[config.mk]
export PLATFORM = sky130hd
export DESIGN_NAME = csf_status
export DESIGN_NICKNAME = d
export VERILOG_FILES = /design/src/rtl/csf_pkg.sv /design/src/rtl/csf_shaper.sv /design/src/rtl/csf_status.sv
export VERILOG_INCLUDE_DIRS = /design/src /design/src/rtl
export SDC_FILE = /design/constraint.sdc
export NUM_CORES = 1
export LEC_CHECK = 0
export BUFFER_PORTS_ARGS = -buffer_cell sky130_fd_sc_hd__buf_2
export CAP_MARGIN = 20
export CORE_AREA = 2 2 133 135
export DETAILED_ROUTE_END_ITERATION = 8
export DIE_AREA = 0 0 135 137
export GPL_TIMING_DRIVEN = 0
export SKIP_CTS_REPAIR_TIMING = 1
export SYNTH_ARGS = -nofsm -noshare
export SYNTH_HDL_FRONTEND = slang
export SYNTH_SLANG_ARGS = --single-unit
[constraint.sdc]
create_clock -name i_clock -period 1.8 [get_ports i_clock]
set_input_delay 0.18 -clock i_clock [delete_from_list [all_inputs] [get_ports i_clock]]
set_output_delay 0.18 -clock i_clock [all_outputs]
set_load 0.05 [all_outputs]
[src/rtl/csf_map.svh]
// csf_map.svh: bit layout, reset values and shift counts of the two status words
// assumes: included by the status-word logic and its datapath shaper
`ifndef CSF_MAP_SVH
`define CSF_MAP_SVH

// status_word_zero layout
`define CSF_ST0_ARP_MSB   15
`define CSF_ST0_ARP_LSB   13
`define CSF_ST0_OV_BIT    12
`define CSF_ST0_OVM_BIT   11
`define CSF_ST0_GLOBAL_IRQ_MASK_BIT  9
`define CSF_ST0_DP_MSB    8
`define CSF_ST0_DP_LSB    0
`define CSF_ST0_RSVD      16'h0400

// status_word_one layout
`define CSF_ST1_ARB_MSB   15
`define CSF_ST1_ARB_LSB   13
`define CSF_ST1_CNF_BIT   12
`define CSF_ST1_TC_BIT    11
`define CSF_ST1_SXM_BIT   10
`define CSF_ST1_C_BIT     9
`define CSF_ST1_XF_BIT    4
`define CSF_ST1_PM_MSB    1
`define CSF_ST1_PM_LSB    0
`define CSF_ST1_RSVD      16'h01ec

// reset values
`define CSF_RST_AUX       3'h0
`define CSF_RST_DP        9'h000
`define CSF_RST_PM        2'h0
`define CSF_RST_C         1'b1
`define CSF_RST_GLOBAL_IRQ_MASK      1'b1
`define CSF_RST_SXM       1'b1
`define CSF_RST_XF        1'b1
`define CSF_RST_CNF       1'b0
`define CSF_RST_OV        1'b0
`define CSF_RST_OVM       1'b0
`define CSF_RST_TC        1'b0
`define CSF_RST_WORD      16'h0000

// product shift modes and amounts
`define CSF_PM_NONE       2'h0
`define CSF_PM_LEFT1      2'h1
`define CSF_PM_LEFT4      2'h2
`define CSF_PM_RIGHT6     2'h3
`define CSF_SH_LEFT1      1
`define CSF_SH_LEFT4      4
`define CSF_SH_RIGHT6     6
`define CSF_SCALE_MAX     5'h10

// direct addressing
`define CSF_DIR_OFS_MSB   6

// aux compare conditions
`define CSF_CMP_EQ        2'h0
`define CSF_CMP_LT        2'h1
`define CSF_CMP_GT        2'h2
`define CSF_CMP_NE        2'h3

`endif

[src/rtl/csf_pkg.sv]
// csf_pkg: instruction and flag selector types for the status words
// assumes: the decoder drives one csf_op_t per cycle
package csf_pkg;
  typedef enum logic [3:0] {
    CSF_OP_NONE,
    CSF_OP_LOAD_ST0,
    CSF_OP_LOAD_ST1,
    CSF_OP_STORE_ST0,
    CSF_OP_STORE_ST1,
    CSF_OP_SET_FLAG,
    CSF_OP_CLEAR_FLAG,
    CSF_OP_LOAD_AUX_PTR,
    CSF_OP_MODIFY_AUX,
    CSF_OP_LOAD_PAGE,
    CSF_OP_LOAD_SHIFT_SEL,
    CSF_OP_COND_BRANCH_OV
  } csf_op_t;

  typedef enum logic [2:0] {
    CSF_FLAG_CARRY,
    CSF_FLAG_RAM_MAP,
    CSF_FLAG_IRQ_MASK,
    CSF_FLAG_CLAMP,
    CSF_FLAG_SIGN_EXT,
    CSF_FLAG_TEST,
    CSF_FLAG_OUT_PIN
  } csf_flag_t;
endpackage : csf_pkg

[src/rtl/csf_shaper.sv]
// csf_shaper: product shifter, input scaling shifter and accumulator clamp
// assumes: purely combinational, fed by the status-word mode bits
`timescale 1ns/10ps
`default_nettype none
`include "csf_map.svh"

module csf_shaper #(
  parameter int ACC_W = 32
) (
  // product path
  input  wire logic [ACC_W-1:0] i_product,
  input  wire logic [1:0]       i_shift_sel,
  output logic      [ACC_W-1:0] o_product_alu,
  // scaling path
  input  wire logic [15:0]      i_data,
  input  wire logic [4:0]       i_shift_cnt,
  input  wire logic             i_sign_ext,
  input  wire logic             i_no_extend,
  output logic      [ACC_W-1:0] o_scaled,
  // accumulator clamp
  input  wire logic [ACC_W-1:0] i_acc_raw,
  input  wire logic             i_acc_ovf,
  input  wire logic             i_ovf_neg,
  input  wire logic             i_clamp,
  output logic      [ACC_W-1:0] o_acc_next
);
  localparam logic [ACC_W-1:0] SAT_POS = {1'b0, {(ACC_W-1){1'b1}}};
  localparam logic [ACC_W-1:0] SAT_NEG = {1'b1, {(ACC_W-1){1'b0}}};

  if (ACC_W != 32) begin : g_bad_acc_w
    $error("csf_shaper: accumulator must be 32 bits");
  end

  always_comb begin
    case (i_shift_sel)
      `CSF_PM_LEFT1:  o_product_alu = i_product << `CSF_SH_LEFT1;
      `CSF_PM_LEFT4:  o_product_alu = i_product << `CSF_SH_LEFT4;
      `CSF_PM_RIGHT6: o_product_alu = $unsigned($signed(i_product) >>> `CSF_SH_RIGHT6);
      default:        o_product_alu = i_product;
    endcase
  end

  logic             ext_on;
  logic [4:0]       cnt;
  logic [ACC_W-1:0] wide;
  assign ext_on = i_sign_ext & ~i_no_extend;
  assign cnt    = (i_shift_cnt > `CSF_SCALE_MAX) ? `CSF_SCALE_MAX : i_shift_cnt;
  assign wide   = {{(ACC_W-16){ext_on & i_data[15]}}, i_data};
  assign o_scaled = wide << cnt;

  always_comb begin
    if (i_acc_ovf && i_clamp) begin
      o_acc_next = i_ovf_neg ? SAT_NEG : SAT_POS;
    end else begin
      o_acc_next = i_acc_raw;
    end
  end
endmodule : csf_shaper

`default_nettype wire

[src/rtl/csf_status.sv]
// csf_status: the two cpu status/control words and the logic that updates them
// assumes: one decoded instruction per cycle on i_op; datapath events as strobes
`timescale 1ns/10ps
`default_nettype none
`include "csf_map.svh"

module csf_status
  import csf_pkg::*;
#(
  parameter int ACC_W = 32
) (
  // clock and reset
  input  wire logic             i_clock,
  input  wire logic             i_nrst,
  // decoded instruction
  input  wire csf_op_t          i_op,
  input  wire csf_flag_t        i_flag_sel,
  input  wire logic [15:0]      i_op_data,
  // indirect addressing pointer update
  input  wire logic             i_ind_aux_load,
  input  wire logic [2:0]       i_ind_aux_val,
  // carry events
  input  wire logic             i_arith_upd,
  input  wire logic             i_arith_is_sub,
  input  wire logic             i_arith_shift16,
  input  wire logic             i_arith_carry,
  input  wire logic             i_shift_c_upd,
  input  wire logic             i_shift_c_val,
  // overflow events
  input  wire logic             i_alu_ovf,
  input  wire logic             i_ovf_neg,
  input  wire logic [ACC_W-1:0] i_acc_raw,
  // test events
  input  wire logic             i_bit_test,
  input  wire logic             i_bit_val,
  input  wire logic             i_aux_compare,
  input  wire logic [1:0]       i_cmp_cond,
  input  wire logic [15:0]      i_aux_sel_val,
  input  wire logic [15:0]      i_aux_reg_zero,
  input  wire logic             i_msb_align,
  input  wire logic [1:0]       i_acc_top2,
  // interrupts
  input  wire logic             i_irq_pending,
  input  wire logic             i_trap_taken,
  // direct addressing
  input  wire logic [6:0]       i_dir_offset,
  // product and scaling paths
  input  wire logic [ACC_W-1:0] i_product,
  input  wire logic [15:0]      i_scale_data,
  input  wire logic [4:0]       i_scale_cnt,
  input  wire logic             i_sum_no_extend,
  // status views
  output logic      [15:0]      o_status_word_zero,
  output logic      [15:0]      o_status_word_one,
  output logic      [15:0]      o_store_data,
  output logic                  o_store_valid,
  // mode and pointer outputs
  output logic      [2:0]       o_aux_pointer,
  output logic      [15:0]      o_direct_addr,
  output logic                  o_ram_map_program,
  output logic                  o_irq_take,
  output logic                  o_flag_out_pin,
  output logic                  o_test_flag,
  output logic                  o_carry,
  // datapath results
  output logic      [ACC_W-1:0] o_product_alu,
  output logic      [ACC_W-1:0] o_scaled,
  output logic      [ACC_W-1:0] o_acc_next
);

  if (ACC_W != 32) begin : g_bad_acc_w
    $error("csf_status: accumulator must be 32 bits");
  end

  logic [2:0] aux_pointer;
  logic [2:0] aux_pointer_backup;
  logic [8:0] page_pointer;
  logic [1:0] product_shift_sel;
  logic       sticky_range_fault;
  logic       clamp_mode;
  logic       global_irq_mask;
  logic       ram_map_select;
  logic       test_flag;
  logic       sign_extend_mode;
  logic       add_spill_bit;
  logic       flag_out_pin;

  logic is_set;
  logic is_clr;
  logic ld0;
  logic ld1;
  assign is_set = (i_op == CSF_OP_SET_FLAG);
  assign is_clr = (i_op == CSF_OP_CLEAR_FLAG);
  assign ld0    = (i_op == CSF_OP_LOAD_ST0);
  assign ld1    = (i_op == CSF_OP_LOAD_ST1);

  // true when a set/clear op names this flag
  function automatic logic flag_hit(input csf_flag_t sel, input csf_flag_t want, input logic s, input logic c);
    flag_hit = (s | c) && (sel == want);
  endfunction : flag_hit

  // aux compare condition on the selected auxiliary register
  function automatic logic cmp_true(input logic [1:0] cond, input logic [15:0] a, input logic [15:0] b);
    case (cond)
      `CSF_CMP_EQ: cmp_true = (a == b);
      `CSF_CMP_LT: cmp_true = (a < b);
      `CSF_CMP_GT: cmp_true = (a > b);
      default:     cmp_true = (a != b);
    endcase
  endfunction : cmp_true

  // auxiliary pointer and its backup
  always_ff @(posedge i_clock or negedge i_nrst) begin
    if (!i_nrst) begin
      aux_pointer        <= `CSF_RST_AUX;
      aux_pointer_backup <= `CSF_RST_AUX;
    end else if (ld0) begin
      // no backup copy on status load
      aux_pointer <= i_op_data[`CSF_ST0_ARP_MSB:`CSF_ST0_ARP_LSB];
    end else if (ld1) begin
      aux_pointer_backup <= i_op_data[`CSF_ST1_ARB_MSB:`CSF_ST1_ARB_LSB];
      aux_pointer        <= i_op_data[`CSF_ST1_ARB_MSB:`CSF_ST1_ARB_LSB];
    end else if (i_op == CSF_OP_LOAD_AUX_PTR || i_op == CSF_OP_MODIFY_AUX) begin
      aux_pointer_backup <= aux_pointer;
      aux_pointer        <= i_op_data[2:0];
    end else if (i_ind_aux_load) begin
      aux_pointer_backup <= aux_pointer;
      aux_pointer        <= i_ind_aux_val;
    end
  end

  always_ff @(posedge i_clock or negedge i_nrst) begin
    if (!i_nrst) begin
      page_pointer <= `CSF_RST_DP;
    end else if (ld0) begin
      page_pointer <= i_op_data[`CSF_ST0_DP_MSB:`CSF_ST0_DP_LSB];
    end else if (i_op == CSF_OP_LOAD_PAGE) begin
      page_pointer <= i_op_data[8:0];
    end
  end

  always_ff @(posedge i_clock or negedge i_nrst) begin
    if (!i_nrst) begin
      product_shift_sel <= `CSF_RST_PM;
    end else if (ld1) begin
      product_shift_sel <= i_op_data[`CSF_ST1_PM_MSB:`CSF_ST1_PM_LSB];
    end else if (i_op == CSF_OP_LOAD_SHIFT_SEL) begin
      product_shift_sel <= i_op_data[1:0];
    end
  end

  // sticky overflow; a new overflow beats any clear
  always_ff @(posedge i_clock or negedge i_nrst) begin
    if (!i_nrst) begin
      sticky_range_fault <= `CSF_RST_OV;
    end else if (i_alu_ovf) begin
      sticky_range_fault <= 1'b1;
    end else if (ld0) begin
      sticky_range_fault <= i_op_data[`CSF_ST0_OV_BIT];
    end else if (i_op == CSF_OP_COND_BRANCH_OV) begin
      sticky_range_fault <= 1'b0;
    end
  end

  always_ff @(posedge i_clock or negedge i_nrst) begin
    if (!i_nrst) begin
      clamp_mode <= `CSF_RST_OVM;
    end else if (ld0) begin
      clamp_mode <= i_op_data[`CSF_ST0_OVM_BIT];
    end else if (flag_hit(i_flag_sel, CSF_FLAG_CLAMP, is_set, is_clr)) begin
      clamp_mode <= is_set;
    end
  end

  // interrupt mask; trap set wins, status load ignored
  always_ff @(posedge i_clock or negedge i_nrst) begin
    if (!i_nrst) begin
      global_irq_mask <= `CSF_RST_GLOBAL_IRQ_MASK;
    end else if (i_trap_taken) begin
      global_irq_mask <= 1'b1;
    end else if (flag_hit(i_flag_sel, CSF_FLAG_IRQ_MASK, is_set, is_clr)) begin
      global_irq_mask <= is_set;
    end
  end

  always_ff @(posedge i_clock or negedge i_nrst) begin
    if (!i_nrst) begin
      ram_map_select <= `CSF_RST_CNF;
    end else if (ld1) begin
      ram_map_select <= i_op_data[`CSF_ST1_CNF_BIT];
    end else if (flag_hit(i_flag_sel, CSF_FLAG_RAM_MAP, is_set, is_clr)) begin
      ram_map_select <= is_set;
    end
  end

  always_ff @(posedge i_clock or negedge i_nrst) begin
    if (!i_nrst) begin
      test_flag <= `CSF_RST_TC;
    end else if (i_bit_test) begin
      test_flag <= i_bit_val;
    end else if (i_aux_compare) begin
      test_flag <= cmp_true(i_cmp_cond, i_aux_sel_val, i_aux_reg_zero);
    end else if (i_msb_align) begin
      test_flag <= i_acc_top2[1] ^ i_acc_top2[0];
    end else if (ld1) begin
      test_flag <= i_op_data[`CSF_ST1_TC_BIT];
    end else if (flag_hit(i_flag_sel, CSF_FLAG_TEST, is_set, is_clr)) begin
      test_flag <= is_set;
    end
  end

  always_ff @(posedge i_clock or negedge i_nrst) begin
    if (!i_nrst) begin
      sign_extend_mode <= `CSF_RST_SXM;
    end else if (ld1) begin
      sign_extend_mode <= i_op_data[`CSF_ST1_SXM_BIT];
    end else if (flag_hit(i_flag_sel, CSF_FLAG_SIGN_EXT, is_set, is_clr)) begin
      sign_extend_mode <= is_set;
    end
  end

  // carry: arithmetic events take priority over instruction writes
  logic next_add_spill_bit;
  always_comb begin
    next_add_spill_bit = add_spill_bit;
    if (i_arith_upd) begin
      if (i_arith_shift16) begin
        // shifted forms act one way only
        if (!i_arith_is_sub && i_arith_carry) begin
          next_add_spill_bit = 1'b1;
        end else if (i_arith_is_sub && i_arith_carry) begin
          next_add_spill_bit = 1'b0;
        end
      end else begin
        next_add_spill_bit = i_arith_is_sub ? ~i_arith_carry : i_arith_carry;
      end
    end else if (i_shift_c_upd) begin
      next_add_spill_bit = i_shift_c_val;
    end else if (ld1) begin
      next_add_spill_bit = i_op_data[`CSF_ST1_C_BIT];
    end else if (flag_hit(i_flag_sel, CSF_FLAG_CARRY, is_set, is_clr)) begin
      next_add_spill_bit = is_set;
    end
  end

  always_ff @(posedge i_clock or negedge i_nrst) begin
    if (!i_nrst) begin
      add_spill_bit <= `CSF_RST_C;
    end else begin
      add_spill_bit <= next_add_spill_bit;
    end
  end

  always_ff @(posedge i_clock or negedge i_nrst) begin
    if (!i_nrst) begin
      flag_out_pin <= `CSF_RST_XF;
    end else if (ld1) begin
      flag_out_pin <= i_op_data[`CSF_ST1_XF_BIT];
    end else if (flag_hit(i_flag_sel, CSF_FLAG_OUT_PIN, is_set, is_clr)) begin
      flag_out_pin <= is_set;
    end
  end

  logic [15:0] word_zero;
  logic [15:0] word_one;
  always_comb begin
    word_zero = `CSF_ST0_RSVD;
    word_zero[`CSF_ST0_ARP_MSB:`CSF_ST0_ARP_LSB] = aux_pointer;
    word_zero[`CSF_ST0_OV_BIT]                   = sticky_range_fault;
    word_zero[`CSF_ST0_OVM_BIT]                  = clamp_mode;
    word_zero[`CSF_ST0_GLOBAL_IRQ_MASK_BIT]                 = global_irq_mask;
    word_zero[`CSF_ST0_DP_MSB:`CSF_ST0_DP_LSB]   = page_pointer;
    word_one = `CSF_ST1_RSVD;
    word_one[`CSF_ST1_ARB_MSB:`CSF_ST1_ARB_LSB]  = aux_pointer_backup;
    word_one[`CSF_ST1_CNF_BIT]                   = ram_map_select;
    word_one[`CSF_ST1_TC_BIT]                    = test_flag;
    word_one[`CSF_ST1_SXM_BIT]                   = sign_extend_mode;
    word_one[`CSF_ST1_C_BIT]                     = add_spill_bit;
    word_one[`CSF_ST1_XF_BIT]                    = flag_out_pin;
    word_one[`CSF_ST1_PM_MSB:`CSF_ST1_PM_LSB]    = product_shift_sel;
  end

  // store path, registered so the write bus sees a stable word
  always_ff @(posedge i_clock or negedge i_nrst) begin
    if (!i_nrst) begin
      o_store_data  <= `CSF_RST_WORD;
      o_store_valid <= 1'b0;
    end else begin
      o_store_valid <= (i_op == CSF_OP_STORE_ST0) || (i_op == CSF_OP_STORE_ST1);
      if (i_op == CSF_OP_STORE_ST0) begin
        o_store_data <= word_zero;
      end else if (i_op == CSF_OP_STORE_ST1) begin
        o_store_data <= word_one;
      end
    end
  end

  assign o_status_word_zero = word_zero;
  assign o_status_word_one  = word_one;
  assign o_aux_pointer      = aux_pointer;
  assign o_direct_addr      = {page_pointer, i_dir_offset[`CSF_DIR_OFS_MSB:0]};
  assign o_ram_map_program  = ram_map_select;
  // mask gates maskable requests only; reset and nmi bypass this block
  assign o_irq_take         = i_irq_pending & ~global_irq_mask;
  assign o_flag_out_pin     = flag_out_pin;
  assign o_test_flag        = test_flag;
  assign o_carry            = add_spill_bit;

  csf_shaper #(
    .ACC_W(ACC_W)
  ) u_shaper (
    .i_product    (i_product),
    .i_shift_sel  (product_shift_sel),
    .o_product_alu(o_product_alu),
    .i_data       (i_scale_data),
    .i_shift_cnt  (i_scale_cnt),
    .i_sign_ext   (sign_extend_mode),
    .i_no_extend  (i_sum_no_extend),
    .o_scaled     (o_scaled),
    .i_acc_raw    (i_acc_raw),
    .i_acc_ovf    (i_alu_ovf),
    .i_ovf_neg    (i_ovf_neg),
    .i_clamp      (clamp_mode),
    .o_acc_next   (o_acc_next)
  );
endmodule : csf_status

`default_nettype wire

==> impl_results.md <==
- Vias in the first global route: 5,556
- Drt total wl: 21,170 µm
- # setup viols final: 25
- Multi-input gate area: 4146 µm²
- VDD IR max: 0.4466 mV
- Port Buf Inserts: 323
- Longest Clk Path Bufs: 2
- Worst Path Required: 1620 ps
- Final nets: 1,129
- Power Density: 899.4 nW/µm²
- DR WL/cell: 18.17 µm
- RSZ-0062 raised after global routing: yes
- Startpoint class of the critical path: flip-flop
- GRT Util Overall: 20.81%
- Core area: 17,060 µm²
- Pin count of the biggest net entering global routing: 43
- Worst slack, placed: -575.7 ps
- Yosys warning count: 0
- Register area: 1060 µm²
- Syn avg cell area: 8.703 µm²
- FP Rows: 48
- Setup Skew: 3.481 ps
- Residual DRC: 0
- Via/cell ratio: 5.185
- GRT overflow: 0
- Max Freq: 466.7 MHz
- Clk Latency, worst-skew pair: 280 ps
- Routability Congestion: 0.9112
- Die Y-Extent: 137 µm
- Post-Syn Instances: 589
- Total CTS buffers: 5
- Post-DP HPWL: 16,950 µm
- Outcome: finished, violations left
- CTS tree: yes
- Initial core utilization: 30.05%
- First-pass GRT wire length: 30,380 µm
- Reg clk slew, reported paths: 60 ps
- DR iter-0 viols: 240
- Crit end category: output pin
- Final Hold Viols: 0
- Max Cap Viol: 0
- Filler Cell Count: 1,666
- Post-synthesis sequential area ratio: 20.60%
- Setup TNS: -5082 ps
- Die width: 135 µm
- Initial antenna violation count: 0
- Final WS setup: -342.9 ps
- Die area: 18,500 µm²
- Max-slew headroom: 32.04%
- WS Path Type: reg -> out
- Period Utilization, post-route: 119.1%
- Final min period: 2143 ps
- Synth Register Bits: 42
- P&R area growth vs syn: 63.31%
- Worst-case reg-to-reg path depth: 3
- CP arrival: 1960 ps
- Yosys cell types: 62
- Top Ports: 341
- Top_reg_cell synth: dfrtp_1
- Pin slew with the least headroom to its limit: 1019 ps
- Post-synth EDFFs: 0
- Post-synthesis cell area: 5126 µm²
- Failing checks: negative setup slack
- Post-synth ARST share: 100.0%
- CTS H-Tree Depth: 2
- Pre-Repair DR Iteration Count: 5
- Antenna Cells: 0
- LEAKAGE: 4.006 nW
- Max FO, Critical Path: 4
- CTS root buf: clkbuf_16
- Vias: 6,040
- Fin. max-slew vios: 0
- Clock sinks: 42
- Antenna viol nets, final: 0
- Layout cells sized above 1: 59.57%
- Hold/Removal Path Class: in -> async
[power breakdown]
group | switching, W | internal [W] | total (W)
combinational | 0.00348 | 0.00169 | 0.00517
clock | 0.000357 | 0.000656 | 0.00101
sequential | 0.000192 | 0.00115 | 0.00134
total | 0.00403 | 0.00350 | 0.00753
[area by class of cell]
cell class              instances  share of cell area [%]
clock inverters                 1                  0.3587
well taps                     225                   3.363
flip-flops and latches         42                   12.66
multi-input cells             449                   49.53
repair buffers                339                   24.17
inverters                      26                   1.166
plain buffers                  76                   7.174
clock buffers                   7                   1.584
[flip-flops by register name, indices dropped and copies added, names as in the netlist]
signal and flops:
o_flag_out_pin 1, o_ram_map_program 1, sticky_range_fault 1, sign_extend_mode 1, o_carry 1, page_pointer 9, product_shift_sel 2, global_irq_mask 1
clamp_mode 1, o_aux_pointer 3, aux_pointer_backup 3, o_store_valid 1, o_store_data 16, o_test_flag 1
[cell usage after synthesis (4+ instances only)]
library cell,count,area share [%]
mux2i_1,43,8.4
buf_2,10,0.98
nor2_1,38,2.8
a21oi_1,28,2.7
ha_1,18,4.4
a21o_1,37,5.4
nand2_1,55,4.0
o22ai_1,7,0.85
o21ai_0,43,4.2
nor3_1,8,0.78
a211oi_1,12,1.8
nand2b_1,16,2.0
mux4_2,32,14
nand3b_1,5,0.73
a22oi_1,4,0.59
mux2_2,17,3.7
and2_1,4,0.49
buf_4,36,5.3
nand3_1,4,0.39
nand4_1,5,0.61
nor4_1,4,0.49
nor2b_1,8,0.98
dfrtp_1,38,19
clkbuf_1,26,1.9
dfstp_2,4,2.1
a31oi_1,8,0.98
inv_1,26,1.9
[cell families (layout without fill, tap and decap cells)]
family / count (synthesis) / count (layout) / share of synthesized area [%]
buffers and inverters: 104 / 449 / 11.01
multiplexers: 93 / 93 / 26.70
AO/OA/AOI/OAI: 169 / 169 / 21.41
flip-flops: 42 / 42 / 20.60
AND/OR/NAND/NOR: 159 / 159 / 15.30
other: 1 / 7 / 0.07315
XOR/XNOR: 3 / 3 / 0.5127
adder cells (fa/ha/maj): 18 / 18 / 4.394
[stage by stage]
| step | hold WS (ps) | cell area (µm²) | utilization, % | total power (W) | std cells |
|---|---|---|---|---|---|
| global placement | 372.1 | 7346 | 43.07 | 0.006073 | 1143 |
| global route | 85.40 | 8372 | 49.08 | 0.007841 | 1165 |
| CTS | 85.87 | 7508 | 44.02 | 0.007124 | 1151 |
| detailed placement | 374.1 | 7346 | 43.07 | 0.006091 | 1143 |
| finish | 64.31 | 8372 | 49.08 | 0.007529 | 1165 |
| floorplan | -115.6 | 5448 | - | 0.004945 | 595 |
[layout by cell type, fill, tap and decap left out, drive strengths merged, types with 2 or more instances in the layout]
cell	synthesis	final
xor2	2	2
nand3	4	4
ha	18	18
a211oi	12	12
clkbuf	26	37
o21ba	2	2
and3b	2	2
a22o	3	3
o31ai	3	3
dfrtp	38	38
mux2	17	17
nand2	55	55
nor3b	3	3
and2	4	4
o21ai	45	45
a22oi	4	4
a31oi	8	8
conb	1	7
nand3b	5	5
o2111ai	3	3
dfstp	4	4
nor3	9	9
mux4	33	33
buf	52	385
o41ai	3	3
nand2b	16	16
a21o	37	37
mux2i	43	43
nor4	4	4
o22ai	7	7
o211ai	2	2
nor2	38	38
inv	26	26
or2	3	3
nor2b	9	9
a21oi	29	29
nand4	5	5
[routing by layer]
metal	GRT usage (%)	part of all wire (%)	vias up	wire [µm]
met2	37.76	52	307	11060
met5	0	0	-	0
met1	26.64	39	2875	8345
met4	3.935	1.9	0	412
met3	2.704	6.4	27	1349
li1	-	-	2831	-
[path summary, 6_finish.rpt]
| check | start | end | slack (ps) |
|---|---|---|---|
| worst max-delay path | sign_extend_mode$_DFFE_PN1P_ | o_scaled[24] | -340 |
| worst min-delay path | i_nrst | o_store_data[12]$_DFFE_PN0P_ | 60 |
| worst max register to register | product_shift_sel[0]$_DFFE_PN0P_ | product_shift_sel[0]$_DFFE_PN0P_ | 660 |
| worst min register to register | o_store_data[14]$_DFFE_PN0P_ | o_store_data[14]$_DFFE_PN0P_ | 530 |
| max in group asynchronous | i_nrst | product_shift_sel[1]$_DFFE_PN0P_ | 1060 |
| min in group i_clock | i_trap_taken | global_irq_mask$_DFFE_PN1P_ | 90 |
[critical path, stage by stage, from the launching register on]
cell and delay (ps):
dfstp_2 560, nand3b_1 100, and3_4 200, a21oi_4 170
mux2i_4 130, o21ba_4 220, o21ai_4 140, buf_6 180
Power figures use the tool's default switching activity.
